`src/dcap_consts.vh`:
```
`ifndef DCAP_CONSTS_VH
`define DCAP_CONSTS_VH
// ----------------------------------------
// register byte offsets
// ----------------------------------------
`define DCAP_OFS_POWER    12'h000
`define DCAP_OFS_PATH     12'h004
`define DCAP_OFS_PORT     12'h008
`define DCAP_OFS_CLKSRC   12'h00C
`define DCAP_OFS_PLL      12'h010
`define DCAP_OFS_RATE     12'h014
`define DCAP_OFS_SYNC     12'h018
`define DCAP_OFS_STATUS   12'h01C
// ----------------------------------------
// field encodings
// ----------------------------------------
`define DCAP_SEL_OFF      2'h0
`define DCAP_SEL_LEFT     2'h1
`define DCAP_SEL_RIGHT    2'h2
`define DCAP_SEL_MONO     2'h3
`define DCAP_BIAS_OFF     2'h0
`define DCAP_BIAS_2V0     2'h1
`define DCAP_BIAS_2V5     2'h2
`define DCAP_BIAS_SUPPLY  2'h3
`define DCAP_FMT_I2S      2'h0
`define DCAP_FMT_DSP      2'h1
`define DCAP_FMT_RJ       2'h2
`define DCAP_FMT_LJ       2'h3
`define DCAP_VOL_INDEP    2'h0
`define DCAP_VOL_L_FOL_R  2'h1
`define DCAP_VOL_R_FOL_L  2'h2
// ----------------------------------------
// limits and reset values
// ----------------------------------------
`define DCAP_DIV_MIN      5'h02
`define DCAP_DIV_MAX      5'h11
`define DCAP_DIV_RESET    5'h02
`define DCAP_BCLK_DIV_RST 8'h04
`define DCAP_SLOT_BITS    8'h20
`define DCAP_QUARTER_MIN  8'h01
`endif

```
`src/dcap_top.v`:
```
`timescale 1ns/10ps
`include "dcap_consts.vh"
module dcap_top (
  // clock and reset
  input  wire        clock,
  input  wire        resetn,
  // apb slave
  input  wire        psel,
  input  wire        penable,
  input  wire        pwrite,
  input  wire [11:0] paddr,
  input  wire [31:0] pwdata,
  output reg  [31:0] prdata,
  output reg         pready,
  output reg         pslverr,
  // audio pins
  input  wire        mclk_in,
  input  wire        bit_clock_in,
  input  wire        word_clock_in,
  output reg         bit_clock_out,
  output reg         bit_clock_oe,
  output reg         word_clock_out,
  output reg         word_clock_oe,
  // converter drift report
  input  wire        delay_drift,
  // datapath and analog controls
  output reg         left_power_on,
  output reg         right_power_on,
  output reg  [1:0]  left_input_select,
  output reg  [1:0]  right_input_select,
  output reg  [6:0]  left_volume,
  output reg  [6:0]  right_volume,
  output reg         left_direct_driver,
  output reg         right_direct_driver,
  output reg         mixer_gain_enable_left,
  output reg         mixer_gain_enable_right,
  output reg  [1:0]  microphone_bias_level,
  output reg         soft_mute,
  // serial port and clock tree controls
  output reg  [1:0]  port_format,
  output reg  [1:0]  word_length,
  output reg  [7:0]  slot_offset,
  output reg         use_loop_clock,
  output reg         divider_input_is_bclk,
  output reg         loop_input_is_bclk,
  output reg  [4:0]  clock_divisor,
  output reg  [2:0]  front_divisor,
  output reg  [13:0] fractional_multiplier,
  output reg  [3:0]  second_scale,
  output reg  [3:0]  sample_rate_divisor,
  output reg         dual_rate,
  output reg         converter_clock_tick
);

  // ----------------------------------------
  // software-visible registers
  // ----------------------------------------
  reg        sw_pwr_l;
  reg        sw_pwr_r;
  reg [1:0]  sw_sel_l;
  reg [1:0]  sw_sel_r;
  reg [6:0]  sw_vol_l;
  reg [6:0]  sw_vol_r;
  reg [1:0]  sw_vol_mode;
  reg        sw_dir_l;
  reg        sw_dir_r;
  reg [1:0]  sw_bias;
  reg [1:0]  sw_fmt;
  reg [1:0]  sw_wlen;
  reg [7:0]  sw_bclk_div;
  reg [7:0]  sw_slot;
  reg        sw_master;
  reg        sw_keep_clk;
  reg        sw_use_loop;
  reg        sw_div_bclk;
  reg        sw_loop_bclk;
  reg [4:0]  sw_div;
  reg [2:0]  sw_front;
  reg [13:0] sw_frac;
  reg [3:0]  sw_scale;
  reg [3:0]  sw_rate_div;
  reg        sw_dual;
  reg        sw_resync_en;
  reg        sw_mute_en;
  reg        clk_update;
  reg        resync_seen;

  // ----------------------------------------
  // pin synchronisers
  // ----------------------------------------
  reg [1:0] mclk_sync;
  reg [1:0] bclk_sync;
  reg [1:0] wclk_sync;
  reg [1:0] drift_sync;

  // two flops per external input
  always @(posedge clock or negedge resetn) begin
    if (!resetn) begin
      mclk_sync  <= 2'h0;
      bclk_sync  <= 2'h0;
      wclk_sync  <= 2'h0;
      drift_sync <= 2'h0;
    end else begin
      mclk_sync  <= {mclk_sync[0], mclk_in};
      bclk_sync  <= {bclk_sync[0], bit_clock_in};
      wclk_sync  <= {wclk_sync[0], word_clock_in};
      drift_sync <= {drift_sync[0], delay_drift};
    end
  end

  wire mclk_s  = mclk_sync[1];
  wire bclk_s  = bclk_sync[1];
  wire drift_s = drift_sync[1];

  // ----------------------------------------
  // apb slave
  // ----------------------------------------
  wire apb_access = psel && penable && !pready;
  wire apb_wr     = apb_access && pwrite;
  wire hit        = (paddr[11:5] == 7'h00) && (paddr[1:0] == 2'h0);
  wire wr_clk     = apb_wr && hit &&
                    ((paddr == `DCAP_OFS_CLKSRC) || (paddr == `DCAP_OFS_PLL));
  wire div_ok     = (pwdata[8:4] >= `DCAP_DIV_MIN) && (pwdata[8:4] <= `DCAP_DIV_MAX);

  // register writes, one wait state per access
  always @(posedge clock or negedge resetn) begin
    if (!resetn) begin
      pready       <= 1'b0;
      pslverr      <= 1'b0;
      sw_pwr_l     <= 1'b0;
      sw_pwr_r     <= 1'b0;
      sw_sel_l     <= `DCAP_SEL_OFF;
      sw_sel_r     <= `DCAP_SEL_OFF;
      sw_vol_l     <= 7'h00;
      sw_vol_r     <= 7'h00;
      sw_vol_mode  <= `DCAP_VOL_INDEP;
      sw_dir_l     <= 1'b0;
      sw_dir_r     <= 1'b0;
      sw_bias      <= `DCAP_BIAS_OFF;
      sw_fmt       <= `DCAP_FMT_I2S;
      sw_wlen      <= 2'h0;
      sw_bclk_div  <= `DCAP_BCLK_DIV_RST;
      sw_slot      <= 8'h00;
      sw_master    <= 1'b0;
      sw_keep_clk  <= 1'b0;
      sw_use_loop  <= 1'b0;
      sw_div_bclk  <= 1'b0;
      sw_loop_bclk <= 1'b0;
      sw_div       <= `DCAP_DIV_RESET;
      sw_front     <= 3'h1;
      sw_frac      <= 14'h0000;
      sw_scale     <= 4'h1;
      sw_rate_div  <= 4'h0;
      sw_dual      <= 1'b0;
      sw_resync_en <= 1'b0;
      sw_mute_en   <= 1'b0;
      clk_update   <= 1'b0;
    end else begin
      pready     <= apb_access;
      pslverr    <= apb_access && !hit;
      clk_update <= wr_clk;
      if (apb_wr && hit) begin
        case (paddr)
          `DCAP_OFS_POWER: begin
            sw_pwr_l <= pwdata[0];
            sw_pwr_r <= pwdata[1];
            sw_bias  <= pwdata[5:4];
          end
          `DCAP_OFS_PATH: begin
            sw_sel_l    <= pwdata[1:0];
            sw_sel_r    <= pwdata[3:2];
            sw_dir_l    <= pwdata[4];
            sw_dir_r    <= pwdata[5];
            sw_vol_mode <= pwdata[7:6];
            sw_vol_l    <= pwdata[14:8];
            sw_vol_r    <= pwdata[22:16];
          end
          `DCAP_OFS_PORT: begin
            sw_fmt      <= pwdata[1:0];
            sw_wlen     <= pwdata[3:2];
            sw_master   <= pwdata[4];
            sw_keep_clk <= pwdata[5];
            sw_bclk_div <= pwdata[15:8];
            sw_slot     <= pwdata[23:16];
          end
          `DCAP_OFS_CLKSRC: begin
            sw_use_loop  <= pwdata[0];
            sw_div_bclk  <= pwdata[1];
            sw_loop_bclk <= pwdata[2];
            if (div_ok) begin
              sw_div <= pwdata[8:4];
            end
          end
          `DCAP_OFS_PLL: begin
            sw_front <= pwdata[2:0];
            sw_scale <= pwdata[7:4];
            sw_frac  <= pwdata[29:16];
          end
          `DCAP_OFS_RATE: begin
            sw_rate_div <= pwdata[3:0];
            sw_dual     <= pwdata[4];
          end
          `DCAP_OFS_SYNC: begin
            sw_resync_en <= pwdata[0];
            sw_mute_en   <= pwdata[1];
          end
          default: begin
          end
        endcase
      end
    end
  end

  // read mux, registered
  always @(posedge clock or negedge resetn) begin
    if (!resetn) begin
      prdata <= 32'h00000000;
    end else if (apb_access && !pwrite) begin
      case (paddr)
        `DCAP_OFS_POWER:  prdata <= {26'h0, sw_bias, 2'h0, sw_pwr_r, sw_pwr_l};
        `DCAP_OFS_PATH:   prdata <= {9'h0, sw_vol_r, 1'b0, sw_vol_l, sw_vol_mode,
                                     sw_dir_r, sw_dir_l, sw_sel_r, sw_sel_l};
        `DCAP_OFS_PORT:   prdata <= {8'h0, sw_slot, sw_bclk_div, 2'h0, sw_keep_clk,
                                     sw_master, sw_wlen, sw_fmt};
        `DCAP_OFS_CLKSRC: prdata <= {23'h0, sw_div, 1'b0, sw_loop_bclk, sw_div_bclk,
                                     sw_use_loop};
        `DCAP_OFS_PLL:    prdata <= {2'h0, sw_frac, 8'h0, sw_scale, 1'b0, sw_front};
        `DCAP_OFS_RATE:   prdata <= {27'h0, sw_dual, sw_rate_div};
        `DCAP_OFS_SYNC:   prdata <= {30'h0, sw_mute_en, sw_resync_en};
        `DCAP_OFS_STATUS: prdata <= {29'h0, resync_seen, soft_mute, use_loop_clock};
        default:          prdata <= 32'h00000000;
      endcase
    end
  end

  // ----------------------------------------
  // clock tree: glitch-free switchover
  // ----------------------------------------
  reg [4:0] div_count;
  reg       src_prev;
  wire      src_sel  = divider_input_is_bclk ? bclk_s : mclk_s;
  wire      src_rise = src_sel && !src_prev;
  wire      div_wrap = src_rise && (div_count >= clock_divisor - 5'h01);
  // settings move at a divider boundary or just after the write lands
  wire      clk_apply     = (div_wrap || clk_update) && !wr_clk;
  // source selection that holds once this edge has passed
  wire      next_use_loop = clk_apply ? sw_use_loop : use_loop_clock;

  // apply clock settings at a divider period boundary or the cycle after a clock register write
  always @(posedge clock or negedge resetn) begin
    if (!resetn) begin
      use_loop_clock        <= 1'b0;
      divider_input_is_bclk <= 1'b0;
      loop_input_is_bclk    <= 1'b0;
      clock_divisor         <= `DCAP_DIV_RESET;
      front_divisor         <= 3'h1;
      fractional_multiplier <= 14'h0000;
      second_scale          <= 4'h1;
      div_count             <= 5'h00;
      src_prev              <= 1'b0;
      converter_clock_tick  <= 1'b0;
    end else begin
      src_prev <= src_sel;
      // integer divide of the divider input
      if (src_rise) begin
        div_count <= div_wrap ? 5'h00 : div_count + 5'h01;
      end
      // converter tick from divider path only when PLL bypassed
      // judged on the new selection so no tick leaks out as the loop path takes over
      converter_clock_tick <= div_wrap && !next_use_loop;
      if (clk_apply) begin
        divider_input_is_bclk <= sw_div_bclk;
        loop_input_is_bclk    <= sw_loop_bclk;
        use_loop_clock        <= sw_use_loop;
        clock_divisor         <= sw_div;
        front_divisor         <= sw_front;
        fractional_multiplier <= sw_frac;
        second_scale          <= sw_scale;
      end
    end
  end

  // ----------------------------------------
  // master clock generation
  // ----------------------------------------
  reg [7:0] bclk_count;
  reg [7:0] bit_count;
  wire      conv_on = sw_pwr_l || sw_pwr_r;
  wire      run_clk = sw_master && (conv_on || sw_keep_clk);

  always @(posedge clock or negedge resetn) begin
    if (!resetn) begin
      bclk_count     <= 8'h00;
      bit_count      <= 8'h00;
      bit_clock_out  <= 1'b0;
      bit_clock_oe   <= 1'b0;
      word_clock_out <= 1'b0;
      word_clock_oe  <= 1'b0;
    end else begin
      bit_clock_oe  <= sw_master;
      word_clock_oe <= sw_master;
      // keep clocks running when powered down only while sw_keep_clk is set
      if (run_clk) begin
        if (bclk_count >= sw_bclk_div) begin
          bclk_count    <= 8'h00;
          bit_clock_out <= !bit_clock_out;
          if (bit_clock_out) begin
            bit_count <= (bit_count == 8'h3F) ? 8'h00 : bit_count + 8'h01;
            // DSP gives a one-bit frame pulse, others a half-frame level
            if (sw_fmt == `DCAP_FMT_DSP) begin
              word_clock_out <= (bit_count == 8'h3F);
            end else begin
              word_clock_out <= (bit_count >= 8'h1F) && (bit_count != 8'h3F);
            end
          end
        end else begin
          bclk_count <= bclk_count + 8'h01;
        end
      end else begin
        bclk_count     <= 8'h00;
        bit_count      <= 8'h00;
        bit_clock_out  <= 1'b0;
        word_clock_out <= 1'b0;
      end
    end
  end

  // ----------------------------------------
  // re-sync on drift
  // ----------------------------------------
  reg [7:0] mute_count;

  // drift beyond a quarter sample triggers re-sync
  always @(posedge clock or negedge resetn) begin
    if (!resetn) begin
      soft_mute   <= 1'b0;
      mute_count  <= 8'h00;
      resync_seen <= 1'b0;
    end else begin
      if (sw_resync_en && drift_s && mute_count == 8'h00) begin
        mute_count  <= `DCAP_SLOT_BITS;
        resync_seen <= 1'b1;
      end else if (mute_count != 8'h00) begin
        mute_count <= mute_count - `DCAP_QUARTER_MIN;
      end else if (apb_wr && paddr == `DCAP_OFS_STATUS) begin
        resync_seen <= 1'b0;
      end
      soft_mute <= sw_mute_en && (mute_count != 8'h00);
    end
  end

  // ----------------------------------------
  // datapath outputs
  // ----------------------------------------
  always @(posedge clock or negedge resetn) begin
    if (!resetn) begin
      left_power_on           <= 1'b0;
      right_power_on          <= 1'b0;
      left_input_select       <= `DCAP_SEL_OFF;
      right_input_select      <= `DCAP_SEL_OFF;
      left_volume             <= 7'h00;
      right_volume            <= 7'h00;
      left_direct_driver      <= 1'b0;
      right_direct_driver     <= 1'b0;
      mixer_gain_enable_left  <= 1'b1;
      mixer_gain_enable_right <= 1'b1;
      microphone_bias_level   <= `DCAP_BIAS_OFF;
      port_format             <= `DCAP_FMT_I2S;
      word_length             <= 2'h0;
      slot_offset             <= 8'h00;
      sample_rate_divisor     <= 4'h0;
      dual_rate               <= 1'b0;
    end else begin
      left_power_on         <= sw_pwr_l;
      right_power_on        <= sw_pwr_r;
      left_input_select     <= sw_sel_l;
      right_input_select    <= sw_sel_r;
      left_volume  <= (sw_vol_mode == `DCAP_VOL_L_FOL_R) ? sw_vol_r : sw_vol_l;
      right_volume <= (sw_vol_mode == `DCAP_VOL_R_FOL_L) ? sw_vol_l : sw_vol_r;
      left_direct_driver    <= sw_dir_l;
      right_direct_driver   <= sw_dir_r;
      mixer_gain_enable_left  <= !sw_dir_l;
      mixer_gain_enable_right <= !sw_dir_r;
      microphone_bias_level <= sw_bias;
      port_format           <= sw_fmt;
      word_length           <= sw_wlen;
      slot_offset           <= sw_slot;
      sample_rate_divisor   <= sw_rate_div;
      dual_rate             <= sw_dual;
    end
  end

endmodule // dcap_top

```
`config.mk`:
```
export PLATFORM = sky130hd
export DESIGN_NAME = dcap_top
export DESIGN_NICKNAME = d
export VERILOG_FILES = /design/src/dcap_top.v
export VERILOG_INCLUDE_DIRS = /design/src
export SDC_FILE = /design/constraint.sdc
export NUM_CORES = 1
export LEC_CHECK = 0
export ABC_AREA = 1
export BUFFER_PORTS_ARGS = -buffer_cell sky130_fd_sc_hd__buf_2
export CORE_MARGIN = 5
export CORE_UTILIZATION = 56
export DETAILED_ROUTE_END_ITERATION = 12
export PLACE_DENSITY_LB_ADDON = 0.15
export SYNTH_ARGS = -nofsm -noshare
export SYNTH_HDL_FRONTEND = slang
export SYNTH_SLANG_ARGS = --single-unit
export TNS_END_PERCENT = 30
```
`constraint.sdc`:
```
create_clock -name clock -period 2.6 [get_ports clock]
set_input_delay 0.39 -clock clock [delete_from_list [all_inputs] [get_ports clock]]
set_output_delay 0.39 -clock clock [all_outputs]
set_load 0.005 [all_outputs]
```
---- Yosys cells after proc, flatten, opt, wreduce, memory -nomap -nowiden ----
Index checks and enable logic that the tools add are counted.
word-level totals
  ROM bits ................................ 0
  memory bits (writable) .................. 0
  memories ................................ 0
  output and inout bits ................... 112
  register bits ........................... 233
  logic and storage cells ................. 165
  bits in latches ......................... 0
operators by class
  equality and inequality tests ........... 15
  reductions and logical operators ........ 49
  div/mod/pow operators ................... 0
  $lt $le $gt $ge ......................... 5
  bitwise gates (word level) .............. 0
  shifts and indexed selects .............. 0
  add/sub/neg operators ................... 5
  multiply operators ...................... 0
  multiplexer cells ....................... 23
operators by type and width
  cell                                                                                  number
  30-bit case mux with 8 select lines                                                   1
  8-bit 2-to-1 mux                                                                      8
  12-bit by 5-bit equality test with 1-bit output (second input constant)               4
  12-bit by 4-bit equality test with 1-bit output (second input constant)               2
  1-bit logical AND                                                                     19
  2-bit AND reduction                                                                   9
  8-bit by 1-bit adder with 8-bit output (second input constant)                        2
  7-bit 2-to-1 mux                                                                      2
  12-bit by 3-bit equality test with 1-bit output (second input constant)               1
  12-bit logical NOT                                                                    1
  1-bit 2-to-1 mux                                                                      11
  1-bit logical NOT                                                                     9
  8-bit by 6-bit equality test with 1-bit output (second input constant)                1
  8-bit by 5-bit greater-or-equal comparator with 1-bit output (second input constant)  1
  8-bit greater-or-equal comparator                                                     1
  8-bit logical NOT                                                                     1
  8-bit by 6-bit inequality test with 1-bit output (second input constant)              1
  8-bit nonzero test                                                                    1
  8-bit by 1-bit subtractor with 8-bit output (second input constant)                   1
  7-bit logical NOT                                                                     1
  5-bit by 1-bit adder with 5-bit output (second input constant)                        1
  5-bit by 2-bit greater-or-equal comparator with 1-bit output (second input constant)  1
  5-bit greater-or-equal comparator                                                     1
  5-bit <= comparator (second input constant)                                           1
  10 further kinds                                                                      16

---- Depth between registers and ports, before layout ----
  depth in word-level cells ............... 10
  mapped depth ............................ 16
  depth with buffers taken out ............ 15

---- Worst setup path before layout ----
OpenSTA, ideal clock, no wires.
  kind .................................... reg2reg
  start point ............................. register clock_divisor[1]
  end point ............................... register fractional_multiplier[10]
  data required time ...................... 2.526 ns
  cell stages (with the launch flop) ...... 17
  setup slack ............................. 0.363 ns
  setup time .............................. 0.074 ns
  data arrival time ....................... 2.163 ns
  cell sequence ........................... dfstp_2 -> inv_1 -> ha_1 -> nand2_1 -> xor2_1 -> ha_1 -> nand2_1 -> inv_1 -> a21oi_1 -> nand2_1 -> nand2_1 -> nand2_1 -> nand2_2 -> buf_6 -> buf_8 -> nand2_1 -> o21ai_2
between the ends
  word-level cells in the longest chain between the ends .. 5
RTL lines
  what                                         RTL line        RTL
  from (decl)                                  dcap_top.v:46   output reg [4:0] clock_divisor,
  from (signal assigned)                       dcap_top.v:255  clock_divisor <= `DCAP_DIV_RESET;
  from (signal assigned)                       dcap_top.v:275  clock_divisor <= sw_div;
  5-bit by 1-bit subtractor with 5-bit output  dcap_top.v:243  wire div_wrap = src_rise && (div_count >= clock_divisor - 5'h01);
  5-bit greater-or-equal comparator            dcap_top.v:243
  1-bit logical AND                            dcap_top.v:243
  1-bit logical OR                             dcap_top.v:245  wire clk_apply = (div_wrap || clk_update) && !wr_clk;
  1-bit logical AND                            dcap_top.v:245
  to (signal assigned)                         dcap_top.v:277  fractional_multiplier <= sw_frac;
  to (decl)                                    dcap_top.v:48   output reg [13:0] fractional_multiplier,
Every way passes these cells.
A chain may end at the register's enable or synchronous reset.

---- Final worst setup path ----
  start point ............................. register clock_divisor[1]
  end point ............................... register fractional_multiplier[2]
Same word-level chain as after synthesis.

==> metrics <==
status finished clean; Layout Skew 0.0154 ns; max-slew violation count 0; I/O pin count 165; dpl cell area 10900 um^2; CTS max path bufs 3; post-synthesis sequential area ratio 58.7%; cts bufs inserted 24; type of origin of the critical path flop; detailed placer's ending HPWL about 17000 um; syn_area_per_cell 8.96 um^2; Period minus WS final about 2.4 ns; Antenna diodes 0; # fillers 1385; P per Cell Area 630 nW/um^2; peak supply drop 530 uV; layout cells sized above 1 between 20 and 25%; WL final between 20000 and 25000 um; Total GRT Usage 23.7%; H-tree Lvls 1; Tightest Pin Transition between 0.7 and 0.8 ns; Yosys cell types 40; vias 7892; max_cap viols 0; grt ovf 0; Lkg Pwr between 6 and 7 nW; initial antenna violation count 0; #FFs+latches synth 231; root buf cell clkbuf_16; Die H approximately 140 um; crit share post-route 92.8%; ANT nets after route 0; Hold Startpoint pwdata[1]; Pre-antenna DRT Iters 5; drt drc 0; Starting Density about 57%; CP Capture Type flop; I/O Buffers 159; worst path arrival time 2.79 ns; Max Fclk 415 MHz; vias in the first global route 7817; first-pass GRT wire length 39300 um; starting DRC count in detailed routing 436; Final setup viols 0; largest registers prdata (30), fractional_multiplier (14), sw_frac (14); crit path kind flop to flop; crit-path max FO 10; Synth-to-Final Area Change 20.1%; RePlAce Congestion 0.856; Core ar. 17300 um^2; DIE AREA 20400 um^2; Final Hold Vio Count 0; Top reg by flops prdata; clk slew on worst S/H paths 0.07 ns; max_slew headroom around 47%; drt via density about 5.2; clock tree sinks 231; HP Class input port to flop; beginning of the critical path clock_divisor[1]; Die Wd between 100 and 150 um; Post-Synthesis Cell Area a little under 10000 um^2; # rows between 40 and 50; Fin Hold WS 0.109 ns; power after layout 7.45 mW; FF-to-FF Start clock_divisor[1]; Post-Layout Cell Count 1516; yosys synthesis warning count 0; placed cells 1462; CP required 2.98 ns; WL/cell 16.0 um; Gate Count Post-Synth between 1000 and 1500; largest net degree at the start of global routing between 80 and 90; # nets final around 1300; Worst-Skew Late Latency 0.51 ns; max reg flops 30; Final Instance Area between 10000 and 15000 um^2; CTS tree built
## synth_stat cells
cell type  instances  area share [%]
nand2_1          334              13
dfrtp_1          222              56
inv_1            114             4.3
o21ai_0           87             4.4
nor2_1            71             2.7
nand3_1           64             3.2
o21ai_1           22             1.1
a21oi_1           19            0.96
ha_1              18             2.3
clkbuf_1          17            0.65
nand4_1           17             1.1
buf_2             13            0.66
o211ai_1          10            0.76
o21ai_2           10            0.89
dfstp_2            9             2.4
nand2_2            7            0.44
o22ai_1            7            0.44
xor2_1             7            0.62
xnor2_1            5            0.44
and3_1             4            0.25
buf_4              4            0.30
inv_2              4            0.15
nor3_1             4            0.20
a21o_1             3            0.23
nor2_4             3            0.34
nor3b_1            3            0.23
a31oi_1            2            0.13
buf_1              2           0.076
buf_6              2            0.23
nor2_2             2            0.13
nor3_2             2            0.20
o21a_1             2            0.15
o31ai_1            2            0.15
or2_2              2            0.13
buf_8              1            0.15
clkbuf_4           1           0.076
conb_1             1           0.038
nand3_2            1            0.10
nand4_2            1            0.13
o21bai_1           1           0.076
## logic make-up (layout without fill, tap and decap cells)
kind of cell / after synthesis / count (layout) / share of synthesized area, %
other: 1 / 2 / 0.0380
flip-flops: 231 / 231 / 58.7
AO/OA/AOI/OAI: 165 / 165 / 9.33
XOR/XNOR: 12 / 12 / 1.07
AND/OR/NAND/NOR: 515 / 516 / 21.9
adder cells (fa/ha/maj): 18 / 18 / 2.28
buffers and inverters: 158 / 347 / 6.64
## path summary, 6_finish.rpt
| path | end | slack, ns | cells after the start |
|---|---|---|---|
| setup / recovery | fractional_multiplier[2] | 0.19 | 14 |
| hold reg to reg | drift_sync[1] | 0.35 | 0 |
| max in group asynchronous | left_volume[6] | 1.33 | 3 |
| min in group asynchronous | prdata[26] | 0.46 | 2 |
| hold / removal | sw_pwr_r | 0.11 | 3 |
| setup reg to reg | fractional_multiplier[2] | 0.19 | 14 |
## cell type report
type / instances / area [um^2] / share of cell area (%)
Multi-Input combinational cell: 713 / 3430 / 29.0
Clock inverter: 9 / 110 / 0.930
Timing Repair Buffer: 185 / 1090 / 9.18
Inverter: 118 / 443 / 3.74
Tap cell: 225 / 282 / 2.38
Clock buffer: 35 / 693 / 5.85
Sequential cell: 231 / 5790 / 48.9
## through the flow
stage               setup TNS [ns]  util (%)  setup slack, ns
CTS                              0      67.9           0.0779
global placement                 0      63.1            0.201
floorplan                        0         -            0.363
finish                           0      68.5            0.188
global route               -0.0139      68.5         -0.00436
detailed placement               0      63.1           0.0955
## layout by cell type (no fill, tap or decap), types with 8 or more instances in the layout
cell	Yosys	routed
buf_4	4	16
ha_1	18	18
dfstp_2	9	9
buf_2	13	158
o211ai_1	10	10
o21ai_2	10	10
nand4_1	17	17
nor2_1	71	70
clkbuf_16	0	27
o21ai_1	22	22
nand3_1	64	64
nand2_2	7	8
inv_1	114	114
o21ai_0	87	87
a21oi_1	19	19
nand2_1	334	333
dfrtp_1	222	222
## routing by layer
metal  up-vias  part of all wire (%)  global-route usage, %
li1       3853                     -                      -
met1      3758                    43                   33.5
met2       244                    48                   38.9
met3        37                   6.6                   3.62
met4         0                   2.2                   6.30
met5         -                     0                      0
## critical path, stage by stage (launching register included)
cell and delay [ns]:
dfstp_2 0.56, inv_1 0.05, ha_1 0.20, nand2_1 0.09, xor2_1 0.15, ha_1 0.26
nand2_1 0.09, inv_1 0.04, a21oi_1 0.14, nand2_1 0.07, nand2_1 0.09, nand2_2 0.09
nand2_4 0.17, clkbuf_16 0.19, o21ai_0 0.08
## report_power, final
part           total [mW]  switching, mW  internal [mW]
Sequential           3.68         0.0363           3.65
Clock                3.43           1.37           2.06
Combinational       0.342          0.224          0.119
Total                7.45           1.63           5.82
## repair_timing
action                                  4_1_cts  5_1_grt
hold buffers                                  4        0
endpoints found under the setup margin        0       21
gates resized for setup                       0        2
setup buffers                                 0        2
hold endpoints to repair                     76        0
Note: power is estimated with default switching activity, not from simulation.
